<file path="src/common/ppic_pkg.sv">
// package for the power and interrupt control register block
`default_nettype none
package ppic_pkg;
	localparam logic [4:0] CTRL_ADDR = 5'h11;
	localparam logic [4:0] EVENT_ADDR = 5'h12;
	localparam logic [15:0] CTRL_RESET = 16'h0108;
	localparam logic [15:0] CTRL_WMASK = 16'hFB0F;
	localparam logic [15:0] EVENT_RESET = 16'h0000;
	localparam int BIT_CLK_OFF = 15;
	localparam int BIT_LP_EN = 14;
	localparam int BIT_LP_SEL_HI = 13;
	localparam int BIT_LP_SEL_LO = 12;
	localparam int BIT_SCR_SKIP = 11;
	localparam int BIT_LB_HI = 9;
	localparam int BIT_LB_LO = 8;
	localparam int BIT_POL = 3;
	localparam int BIT_FORCE = 2;
	localparam int BIT_EV_EN = 1;
	localparam int BIT_PIN_DRV = 0;
	localparam int EV_STAT_LO = 8;
	localparam int EV_EN_HI = 7;
	localparam int EV_LINK = 5;
	localparam logic [1:0] LP_NORMAL = 2'h0;
	localparam logic [1:0] LP_SLEEP = 2'h2;
	localparam logic [3:0] LB_DEPTH_0 = 4'h4;
	localparam logic [3:0] LB_DEPTH_1 = 4'h5;
	localparam logic [3:0] LB_DEPTH_2 = 4'h6;
	localparam logic [3:0] LB_DEPTH_3 = 4'h8;
	localparam int CLOCK_HZ = 125_000_000;
	localparam int PULSE_MS = 1400;
	localparam longint PULSE_CYCLES_L = longint'(CLOCK_HZ) * PULSE_MS / 1000;
	localparam logic [31:0] PULSE_CYCLES = PULSE_CYCLES_L[31:0];
	typedef struct packed {
		logic clk_off;
		logic sleeping;
		logic scr_skip;
		logic [3:0] lb_depth;
	} ppic_ctrl_t;
endpackage
`default_nettype wire

</file>
<file path="src/rtl/ppic_pulse_timer.sv">
// periodic link pulse timer used while asleep
`default_nettype none
module ppic_pulse_timer #(
	parameter logic [31:0] PERIOD = ppic_pkg::PULSE_CYCLES
) (
	input wire logic clk_in,
	input wire logic rst_b_in,
	input wire logic run_in,
	output logic pulse_out
);
	logic [31:0] count;
	// restart on each entry so the first pulse is one full period after sleep
	always_ff @(posedge clk_in or negedge rst_b_in) begin
		if (!rst_b_in) begin
			count <= 32'h0000_0000;
			pulse_out <= 1'b0;
		end else if (!run_in) begin
			count <= 32'h0000_0000;
			pulse_out <= 1'b0;
		end else if (count == PERIOD - 32'h0000_0001) begin
			count <= 32'h0000_0000;
			pulse_out <= 1'b1;
		end else begin
			count <= count + 32'h0000_0001;
			pulse_out <= 1'b0;
		end
	end
endmodule
`default_nettype wire

</file>
<file path="src/rtl/ppic_ctrl.sv">
// power save, loopback depth and interrupt control register
`default_nettype none
module ppic_ctrl #(
	parameter logic [31:0] PULSE_PERIOD = ppic_pkg::PULSE_CYCLES
) (
	input wire logic CLOCK_IN,
	input wire logic RST_B_IN,
	input wire logic [4:0] REG_ADDR_IN,
	input wire logic REG_WRITE_IN,
	input wire logic REG_READ_IN,
	input wire logic [15:0] REG_WDATA_IN,
	output logic [15:0] REG_RDATA_OUT,
	input wire logic STD_POWERDOWN_IN,
	input wire logic PARTNER_DETECT_IN,
	input wire logic [7:0] EVENT_IN,
	input wire logic IRQ_PIN_IN,
	output logic IRQ_PIN_OUT,
	output logic IRQ_PIN_OE_OUT,
	output logic PIN_POWERDOWN_OUT,
	output logic LINK_PULSE_OUT,
	output logic CORE_POWER_OFF_OUT,
	output var ppic_pkg::ppic_ctrl_t CTRL_OUT
);
	typedef enum logic [1:0] {
		PPIC_AWAKE = 2'b01,
		PPIC_ASLEEP = 2'b10
	} ppic_state_t;

	logic [15:0] ctrl;
	logic [7:0] ev_stat;
	logic [7:0] ev_en;
	logic irq_pend;
	logic sleep_req;
	logic asleep;
	logic link_pulse;
	ppic_state_t state;
	ppic_state_t next_state;

	function automatic logic [3:0] lb_nibbles(input logic [1:0] code);
		unique case (code)
			2'h0: lb_nibbles = ppic_pkg::LB_DEPTH_0;
			2'h1: lb_nibbles = ppic_pkg::LB_DEPTH_1;
			2'h2: lb_nibbles = ppic_pkg::LB_DEPTH_2;
			2'h3: lb_nibbles = ppic_pkg::LB_DEPTH_3;
		endcase
	endfunction

	////////////////////////////////////////////////////////////////////////
	// register writes
	always_ff @(posedge CLOCK_IN or negedge RST_B_IN) begin
		if (!RST_B_IN) begin
			ctrl <= ppic_pkg::CTRL_RESET;
		end else if (REG_WRITE_IN && REG_ADDR_IN == ppic_pkg::CTRL_ADDR) begin
			ctrl <= REG_WDATA_IN & ppic_pkg::CTRL_WMASK;
		end
	end

	always_ff @(posedge CLOCK_IN or negedge RST_B_IN) begin
		if (!RST_B_IN) begin
			ev_en <= ppic_pkg::EVENT_RESET[7:0];
		end else if (REG_WRITE_IN && REG_ADDR_IN == ppic_pkg::EVENT_ADDR) begin
			ev_en <= REG_WDATA_IN[ppic_pkg::EV_EN_HI:0];
		end
	end

	// event latches clear on read; a new event in the read cycle still sets
	always_ff @(posedge CLOCK_IN or negedge RST_B_IN) begin
		if (!RST_B_IN) begin
			ev_stat <= 8'h00;
		end else if (REG_READ_IN && REG_ADDR_IN == ppic_pkg::EVENT_ADDR) begin
			ev_stat <= EVENT_IN;
		end else begin
			ev_stat <= ev_stat | EVENT_IN;
		end
	end

	always_ff @(posedge CLOCK_IN or negedge RST_B_IN) begin
		if (!RST_B_IN) begin
			REG_RDATA_OUT <= 16'h0000;
		end else if (REG_READ_IN) begin
			unique case (REG_ADDR_IN)
				ppic_pkg::CTRL_ADDR: REG_RDATA_OUT <= ctrl;
				ppic_pkg::EVENT_ADDR: REG_RDATA_OUT <= {ev_stat, ev_en};
				default: REG_RDATA_OUT <= 16'h0000;
			endcase
		end
	end

	////////////////////////////////////////////////////////////////////////
	// power save sequencing
	assign sleep_req = ctrl[ppic_pkg::BIT_LP_EN] &&
		ctrl[ppic_pkg::BIT_LP_SEL_HI:ppic_pkg::BIT_LP_SEL_LO] == ppic_pkg::LP_SLEEP;

	always_comb begin
		next_state = state;
		unique case (state)
			PPIC_AWAKE: if (sleep_req && !PARTNER_DETECT_IN) next_state = PPIC_ASLEEP;
			PPIC_ASLEEP: if (!sleep_req || PARTNER_DETECT_IN) next_state = PPIC_AWAKE;
			default: next_state = PPIC_AWAKE;
		endcase
	end

	// wake leaves the enable set; sleep resumes once the partner goes away
	always_ff @(posedge CLOCK_IN or negedge RST_B_IN) begin
		if (!RST_B_IN) begin
			state <= PPIC_AWAKE;
		end else begin
			state <= next_state;
		end
	end

	assign asleep = state == PPIC_ASLEEP;

	ppic_pulse_timer #(.PERIOD(PULSE_PERIOD)) u_timer (
		.clk_in(CLOCK_IN),
		.rst_b_in(RST_B_IN),
		.run_in(asleep),
		.pulse_out(link_pulse)
	);

	////////////////////////////////////////////////////////////////////////
	// interrupt and outputs
	always_ff @(posedge CLOCK_IN or negedge RST_B_IN) begin
		if (!RST_B_IN) begin
			irq_pend <= 1'b0;
		end else begin
			irq_pend <= ctrl[ppic_pkg::BIT_FORCE] ||
				(ctrl[ppic_pkg::BIT_EV_EN] && |(ev_stat & ev_en));
		end
	end

	always_ff @(posedge CLOCK_IN or negedge RST_B_IN) begin
		if (!RST_B_IN) begin
			IRQ_PIN_OUT <= 1'b1;
			IRQ_PIN_OE_OUT <= 1'b0;
			PIN_POWERDOWN_OUT <= 1'b0;
			LINK_PULSE_OUT <= 1'b0;
			CORE_POWER_OFF_OUT <= 1'b0;
			CTRL_OUT <= '0;
		end else begin
			IRQ_PIN_OUT <= irq_pend ^ ctrl[ppic_pkg::BIT_POL];
			IRQ_PIN_OE_OUT <= ctrl[ppic_pkg::BIT_PIN_DRV];
			PIN_POWERDOWN_OUT <= !ctrl[ppic_pkg::BIT_PIN_DRV] && !IRQ_PIN_IN;
			LINK_PULSE_OUT <= link_pulse;
			CORE_POWER_OFF_OUT <= asleep;
			CTRL_OUT.clk_off <= ctrl[ppic_pkg::BIT_CLK_OFF] && STD_POWERDOWN_IN;
			CTRL_OUT.sleeping <= asleep;
			CTRL_OUT.scr_skip <= ctrl[ppic_pkg::BIT_SCR_SKIP];
			CTRL_OUT.lb_depth <= lb_nibbles(ctrl[ppic_pkg::BIT_LB_HI:ppic_pkg::BIT_LB_LO]);
		end
	end
endmodule
`default_nettype wire

</file>
<file path="config.mk">
export PLATFORM = sky130hd
export DESIGN_NAME = ppic_ctrl
export DESIGN_NICKNAME = d
export VERILOG_FILES = /design/src/common/ppic_pkg.sv /design/src/rtl/ppic_pulse_timer.sv /design/src/rtl/ppic_ctrl.sv
export SDC_FILE = /design/constraint.sdc
export NUM_CORES = 1
export LEC_CHECK = 0
export BUFFER_PORTS_ARGS = -buffer_cell sky130_fd_sc_hd__buf_2
export CORE_ASPECT_RATIO = 0.5
export CORE_MARGIN = 2
export CORE_UTILIZATION = 56
export DETAILED_ROUTE_END_ITERATION = 10
export GPL_ROUTABILITY_DRIVEN = 0
export PLACE_DENSITY_LB_ADDON = 0.25
export SLEW_MARGIN = 20
export SYNTH_ARGS = -nofsm -noshare
export SYNTH_HDL_FRONTEND = slang
export SYNTH_SLANG_ARGS = --single-unit
</file>
<file path="constraint.sdc">
create_clock -name CLOCK_IN -period 2.15 [get_ports CLOCK_IN]
set_clock_uncertainty 0.05 [all_clocks]
set_input_delay 0.1075 -clock CLOCK_IN [delete_from_list [all_inputs] [get_ports CLOCK_IN]]
set_output_delay 0.1075 -clock CLOCK_IN [all_outputs]
set_load 0.01 [all_outputs]
</file>
[Word level (Yosys, flattened, before mapping)]
Index checks and enable logic that the tools add are counted.
W data, S select, Z words.
Storage, ports and cells
  register bits after elaboration: 90
  bits in latches: 0
  RAM bits: 0
  memory bits (read-only): 0
  input port bits: 36
  output and inout bits: 28
  memories: 0
Cells by class
  add/sub/neg operators: 1
  $mul: 0
  div/mod/pow operators: 0
  $lt $le $gt $ge: 0
  equality and inequality tests: 11
  shift-type cells: 0
  muxes and demuxes: 10
  bitwise gates (word level): 3
  reduce and logical (&&, ||, !) cells: 17
Operators with widths (count)
  $mux W32: 2
  $add A32 B1 Y32 const B: 1
  $eq A32 B28 Y1 const B: 1
  $pmux W16 S2: 1
  $pmux W4 S4: 1
  $eq A5 B5 Y1 const B: 2
  $and A8 B8 Y8: 1
  $eq A2 B2 Y1 const B: 4
  $logic_and A1 B1 Y1: 8
  $mux W8: 1
  $or A8 B8 Y8: 1
  $reduce_or A8 Y1: 1
  $eq A2 B1 Y1 const B: 2
  $logic_not A1 Y1: 4
  $mux W2: 2
  $pmux W2 S2: 1
  $logic_not A2 Y1: 1
  $logic_or A1 B1 Y1: 2
  $mux W1: 2
  $ne A2 B1 Y1 const B: 1
  $ne A2 B2 Y1 const B: 1
  $reduce_and A2 Y1: 1
  $xor A1 B1 Y1: 1

[Logic depth before layout (Yosys ltp)]
Gate-level depths: netlist of run 1.
  depth in word-level cells: 6
  mapped depth: 6
  depth with buffers taken out: 6

[By module]
Synthesis of run 1 repeated with hierarchy kept, for this count alone.
Unflattened totals
  cells, all modules: 329
  area total of the unflattened synthesis: 4137.7 um^2
By module, submodules not included
  ppic_ctrl: times used 1, cells each 143, area each 2198.4 um^2, seq. area each 1431.4 um^2
  ppic_pulse_timer: times used 1, cells each 186, area each 1939.4 um^2, seq. area each 825.8 um^2

[Worst setup path after synthesis of run 1]
OpenSTA, ideal clock, no wires.
  path type: reg2reg
  from: register u_timer.count[0]
  to: register u_timer.count[28]
  setup time: 0.119 ns
  arrival: 1.779 ns
  setup slack: 0.202 ns
  cell stages (with the launch flop): 7
  buffers on the path: 0
  period minus slack after synthesis: 1.948 ns
  cells stage by stage: dfrtp_1 ha_1 nand3_1 or4_4 nor4_1 xnor2_1 nor2_1
On the way
  word-level cells in the longest chain between the ends: 3
  elaborated cells between the ends (all ways): 4
  those cells by class: add/sub (1); eq/ne (1); mux (2)
RTL lines
  start: declaration: RTL line ppic_pulse_timer.sv:11  | logic [31:0] count;
  start signal: assignment: RTL line ppic_pulse_timer.sv:24  | count <= count + 32'h0000_0001;
  $add A32 B1 Y32 or $eq A32 B28 Y1 (tied branches): RTL line ppic_pulse_timer.sv:24, ppic_pulse_timer.sv:20
  $mux W32 (*): RTL line ppic_pulse_timer.sv:20  | end else if (count == PERIOD - 32'h0000_0001) begin
  $mux W32 (*): RTL line ppic_pulse_timer.sv:17  | end else if (!run_in) begin
Every way passes the cells marked *; elsewhere a longest branch is shown, timed or not.
A chain may end at the register's enable or synchronous reset.

[Worst setup path after layout of run 1]
  from: register u_timer.count[0]
  to: register u_timer.count[22]
Same word-level chain as after synthesis.

==> results.sh, run 1 <==
export IMPL_tightest_slew_ps=645
export IMPL_seqPwrFrac_pct=50.4
export IMPL_finalSetupViolations=0
export IMPL_syn_nets=387
export IMPL_path_cells="ha_1, nand3_1, or4_4, nor4_1, xnor2_1, nor2_1"
export IMPL_slowest_stage="or4_4"
export IMPL_whs_path_depth=3
export IMPL_syn_area_per_cell_sq_um=11.2
export IMPL_first_global_vias=3161
export IMPL_die_h_um=63.1
export IMPL_r2r_slack_ps=60
export IMPL_first_pass_iters=5
export IMPL_clock_latency_ps=340
export IMPL_final_hold_violation_count=0
export IMPL_area_growth_pct=26.3
export IMPL_end_kind="flip-flop"
export IMPL_grt_pass1_wl_um=14900
export IMPL_cts_sinks=90
export IMPL_cts_repair_resized=0
export IMPL_pwr_share_clk_pct=40.8
export IMPL_yosysMostFrequentCell="dfrtp_1"
export IMPL_synth_cell_types=42
export IMPL_p_leak_nw=2.17
export IMPL_power_frac_comb_pct=8.8
export IMPL_synth_edff_count=0
export IMPL_fmax_mhz=479
export IMPL_p_total_w=0.00381
export IMPL_pin_count=64
export IMPL_placed_area_sq_um=4390
export IMPL_arrival_ps=2260
export IMPL_cp_slowest_stage_delay_ps=590
export IMPL_crit_required_ps=2320
export IMPL_setup_worst_path_class="reg -> reg"
export IMPL_dp_hpwl_um=5690
export IMPL_htreeDepth=3
export IMPL_grt_usage_pct=25.2
export IMPL_critPathTopFamily="simple AND/OR/NAND/NOR gates"
export IMPL_wl_met2_um=4530
export IMPL_ys_ff_latch=90
export IMPL_gr_total_overflow=0
export IMPL_die_area_sq_um=7720
export IMPL_ir_drop_uv=549
export IMPL_drc=0
export IMPL_grt_antenna_before_repair=0
export IMPL_status="finished clean"
export IMPL_clk_pin_slew_ps=60
export IMPL_netlist_area_leader_share_pct=55.0
export IMPL_die_x_um=122
export IMPL_antenna_left=0
export IMPL_route_detailed_vias_per_inst=5.57
export IMPL_antenna_cells=0
export IMPL_synthTopCellsByCount="86 x dfrtp_1, 48 x nor2_1, 20 x nand3_1, 19 x mux2_2, 19 x nand2_1"
export IMPL_hp_class="in -> reg"
export IMPL_met3_length_um=453
export IMPL_p_int_w=0.00295
export IMPL_path_max_fanout=5
export IMPL_postRouteWirelength_um=8670
export IMPL_drt_wirelength_per_cell_um=15.9
export IMPL_cap_violations=0
export IMPL_nets=484
export IMPL_first_iter_violations=202
export IMPL_final_area_sq_um=4940
export IMPL_start_util_pct=58.2
export IMPL_relSlewSlack_pct=56.6
export IMPL_power_density_nw_per_um2=771
export IMPL_min_period_over_period_pct=97.2
export IMPL_p_sw_w=0.000862
export IMPL_path_buf_inv=0
export IMPL_ys_seq_area_share_pct=57.7
export IMPL_yosysTopAreaCell="dfrtp_1"
export IMPL_vias=3031
export IMPL_core_area_sq_um=6730
export IMPL_ys_dominant_reg_cell="dfrtp_1"
export IMPL_wl_met1_um=3590
export IMPL_io_buffers=62
export IMPL_cts_buffers=9
export IMPL_rows=21
export IMPL_maxUsedRoutingLayer="met4"
export IMPL_path_depth=6
export IMPL_critPathLaunchType="flip-flop"
export IMPL_ys_warn_count=0
export IMPL_period_minus_slack_ps=2090
export IMPL_synth_async_reset_ratio_pct=100
export IMPL_reg2regPathDepth=6
export IMPL_switching_share_pct=22.6
export IMPL_synthesis_area_sq_um=3920
export IMPL_drive_gt1_share_pct=26.8
export IMPL_netlist_top_cells_area="dfrtp_1 55%, mux2_2 5.5%, nor2_1 4.6%"
export IMPL_clk_path_buf_depth=2
export IMPL_grt_max_degree=47
export IMPL_cts_root_buf="clkbuf_16"
export IMPL_syn_inst=350
export IMPL_rsz0062_at_grt="yes"
export IMPL_slew_viol_final=0
export IMPL_cts_tree="yes"
==> timing repair <==
action	CTS	global route
endpoints found under the setup margin	0	2
setup buffers	0	0
hold buffers	26	0
hold endpoints to repair	72	0
==> layout make-up <==
type / count / area (sq um)
Sequential cell: 90 / 2260
Tap cell: 92 / 115
Timing Repair Buffer: 98 / 673
Fill cell: 496 / 1780
Clock inverter: 4 / 51.3
Multi-Input combinational cell: 235 / 1550
Clock buffer: 12 / 246
Inverter: 13 / 48.8
==> cell usage in the layout (no fill, tap or decap), types with 2 or more instances in the layout <==
cell and instances:
nor3_1 5, nor2b_1 3, a22oi_1 15, dfrtp_1 86, xor2_1 16, inv_1 13
nand4_1 10, or4_1 2, a21o_1 9, or3_1 2, nor4_1 5, nand3_1 20
dfstp_2 4, buf_12 2, xnor2_1 11, clkbuf_1 2, buf_2 61, a21oi_1 16
or2_2 2, nor2_1 48, and3_1 3, o31ai_1 2, buf_4 9, and2_1 2
dlygate4sd3_1 26, nand2_1 19, mux2_2 19, nor4_4 2, and4_1 4, o21ai_0 6
clkbuf_16 9
==> worst register-to-register path: cells and delay by family (launching register included) <==
kind	cells	cell delay, ps
xor+xnor	1	170
fa+ha+maj	1	220
flops	1	420
simple gates	4	1120
==> final timing paths <==
check | startpoint | endpoint
worst max-delay path | u_timer.count[0] | u_timer.count[22]
worst min-delay path | PARTNER_DETECT_IN | state[1]
max in group asynchronous | RST_B_IN | state[0]
worst min register to register | u_timer.pulse_out | LINK_PULSE_OUT
min in group asynchronous | RST_B_IN | u_timer.count[28]
worst max register to register | u_timer.count[0] | u_timer.count[22]
==> routing by layer <==
metal | vias to the layer above | GRT usage (%)
li1 | 1425 | -
met1 | 1513 | 31.6
met2 | 84 | 41.6
met3 | 9 | 8.70
met4 | 0 | 7.90
met5 | - | 0
==> registers in the layout, summed over array words and instances, names as in the netlist, 2 cells and up <==
register,flops
ev_stat,8
state,2
u_timer.count,32
ctrl,11
CTRL_OUT,7
REG_RDATA_OUT,16
ev_en,8
==> cell families after synthesis <==
group                      count (synthesis)  share of synthesized area [%]
DFF                                       90                           57.7
xor gates and xnor gates                  27                           6.04
adders and majority gates                  1                          0.320
muxes                                     19                           5.47
buffers and inverters                     25                           2.72
AOI/OAI and AO/OA                         50                           8.25
and+or+nand+nor                          138                           19.6
==> power groups by stage <==
stage / clock network, W / registers, W / logic [W]
finish: 0.00155 / 0.00192 / 0.000336
global placement: 0 / 0.00194 / 0.000290
global route: 0.00167 / 0.00193 / 0.000372
detailed placement: 0 / 0.00195 / 0.000303
floorplan: 0 / 0.00195 / 0.000133
CTS: 0.00158 / 0.00192 / 0.000340
==> metrics by stage <==
step / worst slack, ps / instances / utilization, % / hold slack, ps / TNS (ps)
2_1_floorplan: 202 / 350 / - / -238 / 0
3_3_place_gp: 134 / 502 / 65.2 / 86.0 / 0
3_5_place_dp: 117 / 502 / 65.2 / 107 / 0
4_1_cts: 110 / 544 / 73.5 / 54.1 / 0
5_1_grt: -27.2 / 544 / 73.5 / 68.6 / -52.3
6_report: 61.3 / 544 / 73.5 / 57.5 / 0
Power figures use the tool's default switching activity.
==> inputs of run 2 (changes only) <==
- CORE_MARGIN: 2 -> 3
==> run 2 against run 1 <==
Highest routed layer unchanged. Combinational power barely moved. Worst setup slack improved by 45 ps. Hold slack worse by 8.7 ps. Critical path depth stayed put. Largest power group unchanged. Count of clock-buffer cells in the layout decreased by 3. Clock power shrank 6%. First-iteration DRC count grew 44%. Sequential share of layout area increased by 0.16 points. Via count is 1.3% higher. Global-route usage decreased by 0.76 points.
==> results.sh, run 2 (synthesis results as in run 1) <==
export IMPL_hp_class="in -> reg"
export IMPL_gr_total_overflow=0
export IMPL_antenna_left=0
export IMPL_pin_count=64
export IMPL_io_buffers=62
export IMPL_cts_sinks=90
export IMPL_drc=0
export IMPL_relSlewSlack_pct=50.5
export IMPL_path_max_fanout=5
export IMPL_area_growth_pct=25.9
export IMPL_clk_path_buf_depth=2
export IMPL_arrival_ps=2220
export IMPL_largest_reg_flops=32
export IMPL_reg_largest_list="u_timer.count (32), REG_RDATA_OUT (16), ctrl (11)"
export IMPL_grt_pass1_wl_um=15500
export IMPL_critPathLaunchType="flip-flop"
export IMPL_fmax_mhz=489
export IMPL_vias=3070
export IMPL_p_int_w=0.00280
export IMPL_first_iter_violations=291
export IMPL_grt_max_degree=61
export IMPL_p_leak_nw=2.17
export IMPL_switching_share_pct=24.7
export IMPL_path_cells="ha_1, nand3_1, or4_4, nor4_1, xnor2_1, nor2_1"
export IMPL_power_density_nw_per_um2=755
export IMPL_finish_utilization_pct=76.9
export IMPL_crit_required_ps=2330
export IMPL_cp_slowest_stage_delay_ps=590
export IMPL_slowest_stage="or4_4"
export IMPL_die_area_sq_um=8090
export IMPL_placedCellCount=501
export IMPL_start_util_pct=61.1
export IMPL_finalSetupViolations=0
export IMPL_die_h_um=65.1
export IMPL_postRouteWirelength_um=9110
export IMPL_regMostFlops="u_timer.count"
export IMPL_final_hold_violation_count=0
export IMPL_antenna_cells=0
export IMPL_tightest_slew_ps=743
export IMPL_pwr_share_clk_pct=39.3
export IMPL_fin_tns_setup_ps=0
export IMPL_dp_hpwl_um=6080
export IMPL_cap_violations=0
export IMPL_first_global_vias=3252
export IMPL_num_fill_cells=409
export IMPL_clk_pin_slew_ps=70
export IMPL_cts_buffers=9
export IMPL_grt_usage_pct=24.5
export IMPL_power_frac_comb_pct=9.1
export IMPL_period_minus_slack_ps=2040
export IMPL_status="finished clean"
export IMPL_route_detailed_vias_per_inst=5.64
export IMPL_finalNonFillerCells=544
export IMPL_drive_gt1_share_pct=28.1
export IMPL_first_pass_iters=5
export IMPL_cts_root_buf="clkbuf_16"
export IMPL_slew_viol_final=0
export IMPL_clock_latency_ps=350
export IMPL_nets=488
export IMPL_die_x_um=124
export IMPL_min_period_over_period_pct=95.1
export IMPL_drt_wirelength_per_cell_um=16.7
export IMPL_htreeDepth=3
export IMPL_layout_common_cells="85 x dfrtp_1, 61 x buf_2, 48 x nor2_1"
export IMPL_core_area_sq_um=6410
export IMPL_cts_tree="yes"
export IMPL_rows=20
export IMPL_grt_antenna_before_repair=0
export IMPL_holdWs_ps=48.8
export IMPL_p_sw_w=0.000918
export IMPL_ir_drop_uv=607
export IMPL_seqPwrFrac_pct=51.6
export IMPL_mostFrequentLayoutCell="dfrtp_1"
export IMPL_setup_worst_path_class="reg -> reg"
export IMPL_p_total_w=0.00372
export IMPL_end_kind="flip-flop"
## run 2: cell types whose count changed in the layout (fill, tap and decap cells not counted), moves of 2 or more
cell	change
clkbuf_1	-2
buf_12	-2
inv_6	+2
buf_4	+5
## run 2: power by group through the flow
stage / clock (W) / sequential, W / combinational, W
after floorplan: 0 / 0.00195 / 0.000133
after global placement: 0 / 0.00194 / 0.000290
after detailed placement: 0 / 0.00195 / 0.000305
after CTS: 0.00149 / 0.00192 / 0.000342
after global routing: 0.00158 / 0.00193 / 0.000373
final: 0.00146 / 0.00192 / 0.000339
## run 2: layout make-up
cell class	count	area, sq um	area share, %
tap	88	110	2.23
timing repair buffer	102	682	13.8
multi-input combinational	235	1550	31.5
sequential	90	2260	45.8
inverter	13	48.8	0.990
clock buffer	9	225	4.57
clock inverter	7	52.6	1.07
## run 2: layer usage
metal	vias up	wire length [um]	GRT usage (%)
li1	1433	-	-
met1	1543	3670	27.9
met2	80	4840	44.7
met3	14	449	7.71
met4	0	147	8.06
met5	-	0	0
## run 2: worst max-delay path: cells and delay by family (launching register included)
kind | cells | cell delay [ps]
and+or+nand+nor | 4 | 1080
adders and majority gates | 1 | 230
DFF | 1 | 410
xor gates and xnor gates | 1 | 160
## run 2: what timing repair did
action | 4_1_cts | 5_1_grt
setup endpoints to repair | 0 | 17
hold endpoints to repair | 83 | 0
gates resized for setup | 0 | 2
buffers inserted | 0 | 1
hold buffers | 26 | 0
## run 2: path summary, 6_finish.rpt
check                             startpoint           endpoint  slack (ps)  depth (start not counted)
min in group asynchronous           RST_B_IN   REG_RDATA_OUT[8]         320                          2
hold / removal             PARTNER_DETECT_IN           state[1]          50                          3
max in group asynchronous           RST_B_IN   u_timer.count[0]        1000                          3
setup / recovery            u_timer.count[1]  u_timer.count[28]         110                          6
hold reg to reg            u_timer.pulse_out     LINK_PULSE_OUT         300                          0
setup reg to reg            u_timer.count[1]  u_timer.count[28]         110                          6
## run 2: stage by stage
step / area [sq um] / setup WS, ps
final: 4930 / 106
after global routing: 4930 / -37.8
after floorplan: 3920 / 202
after global placement: 4380 / 155
after detailed placement: 4380 / 88.7
after CTS: 4920 / 53.8
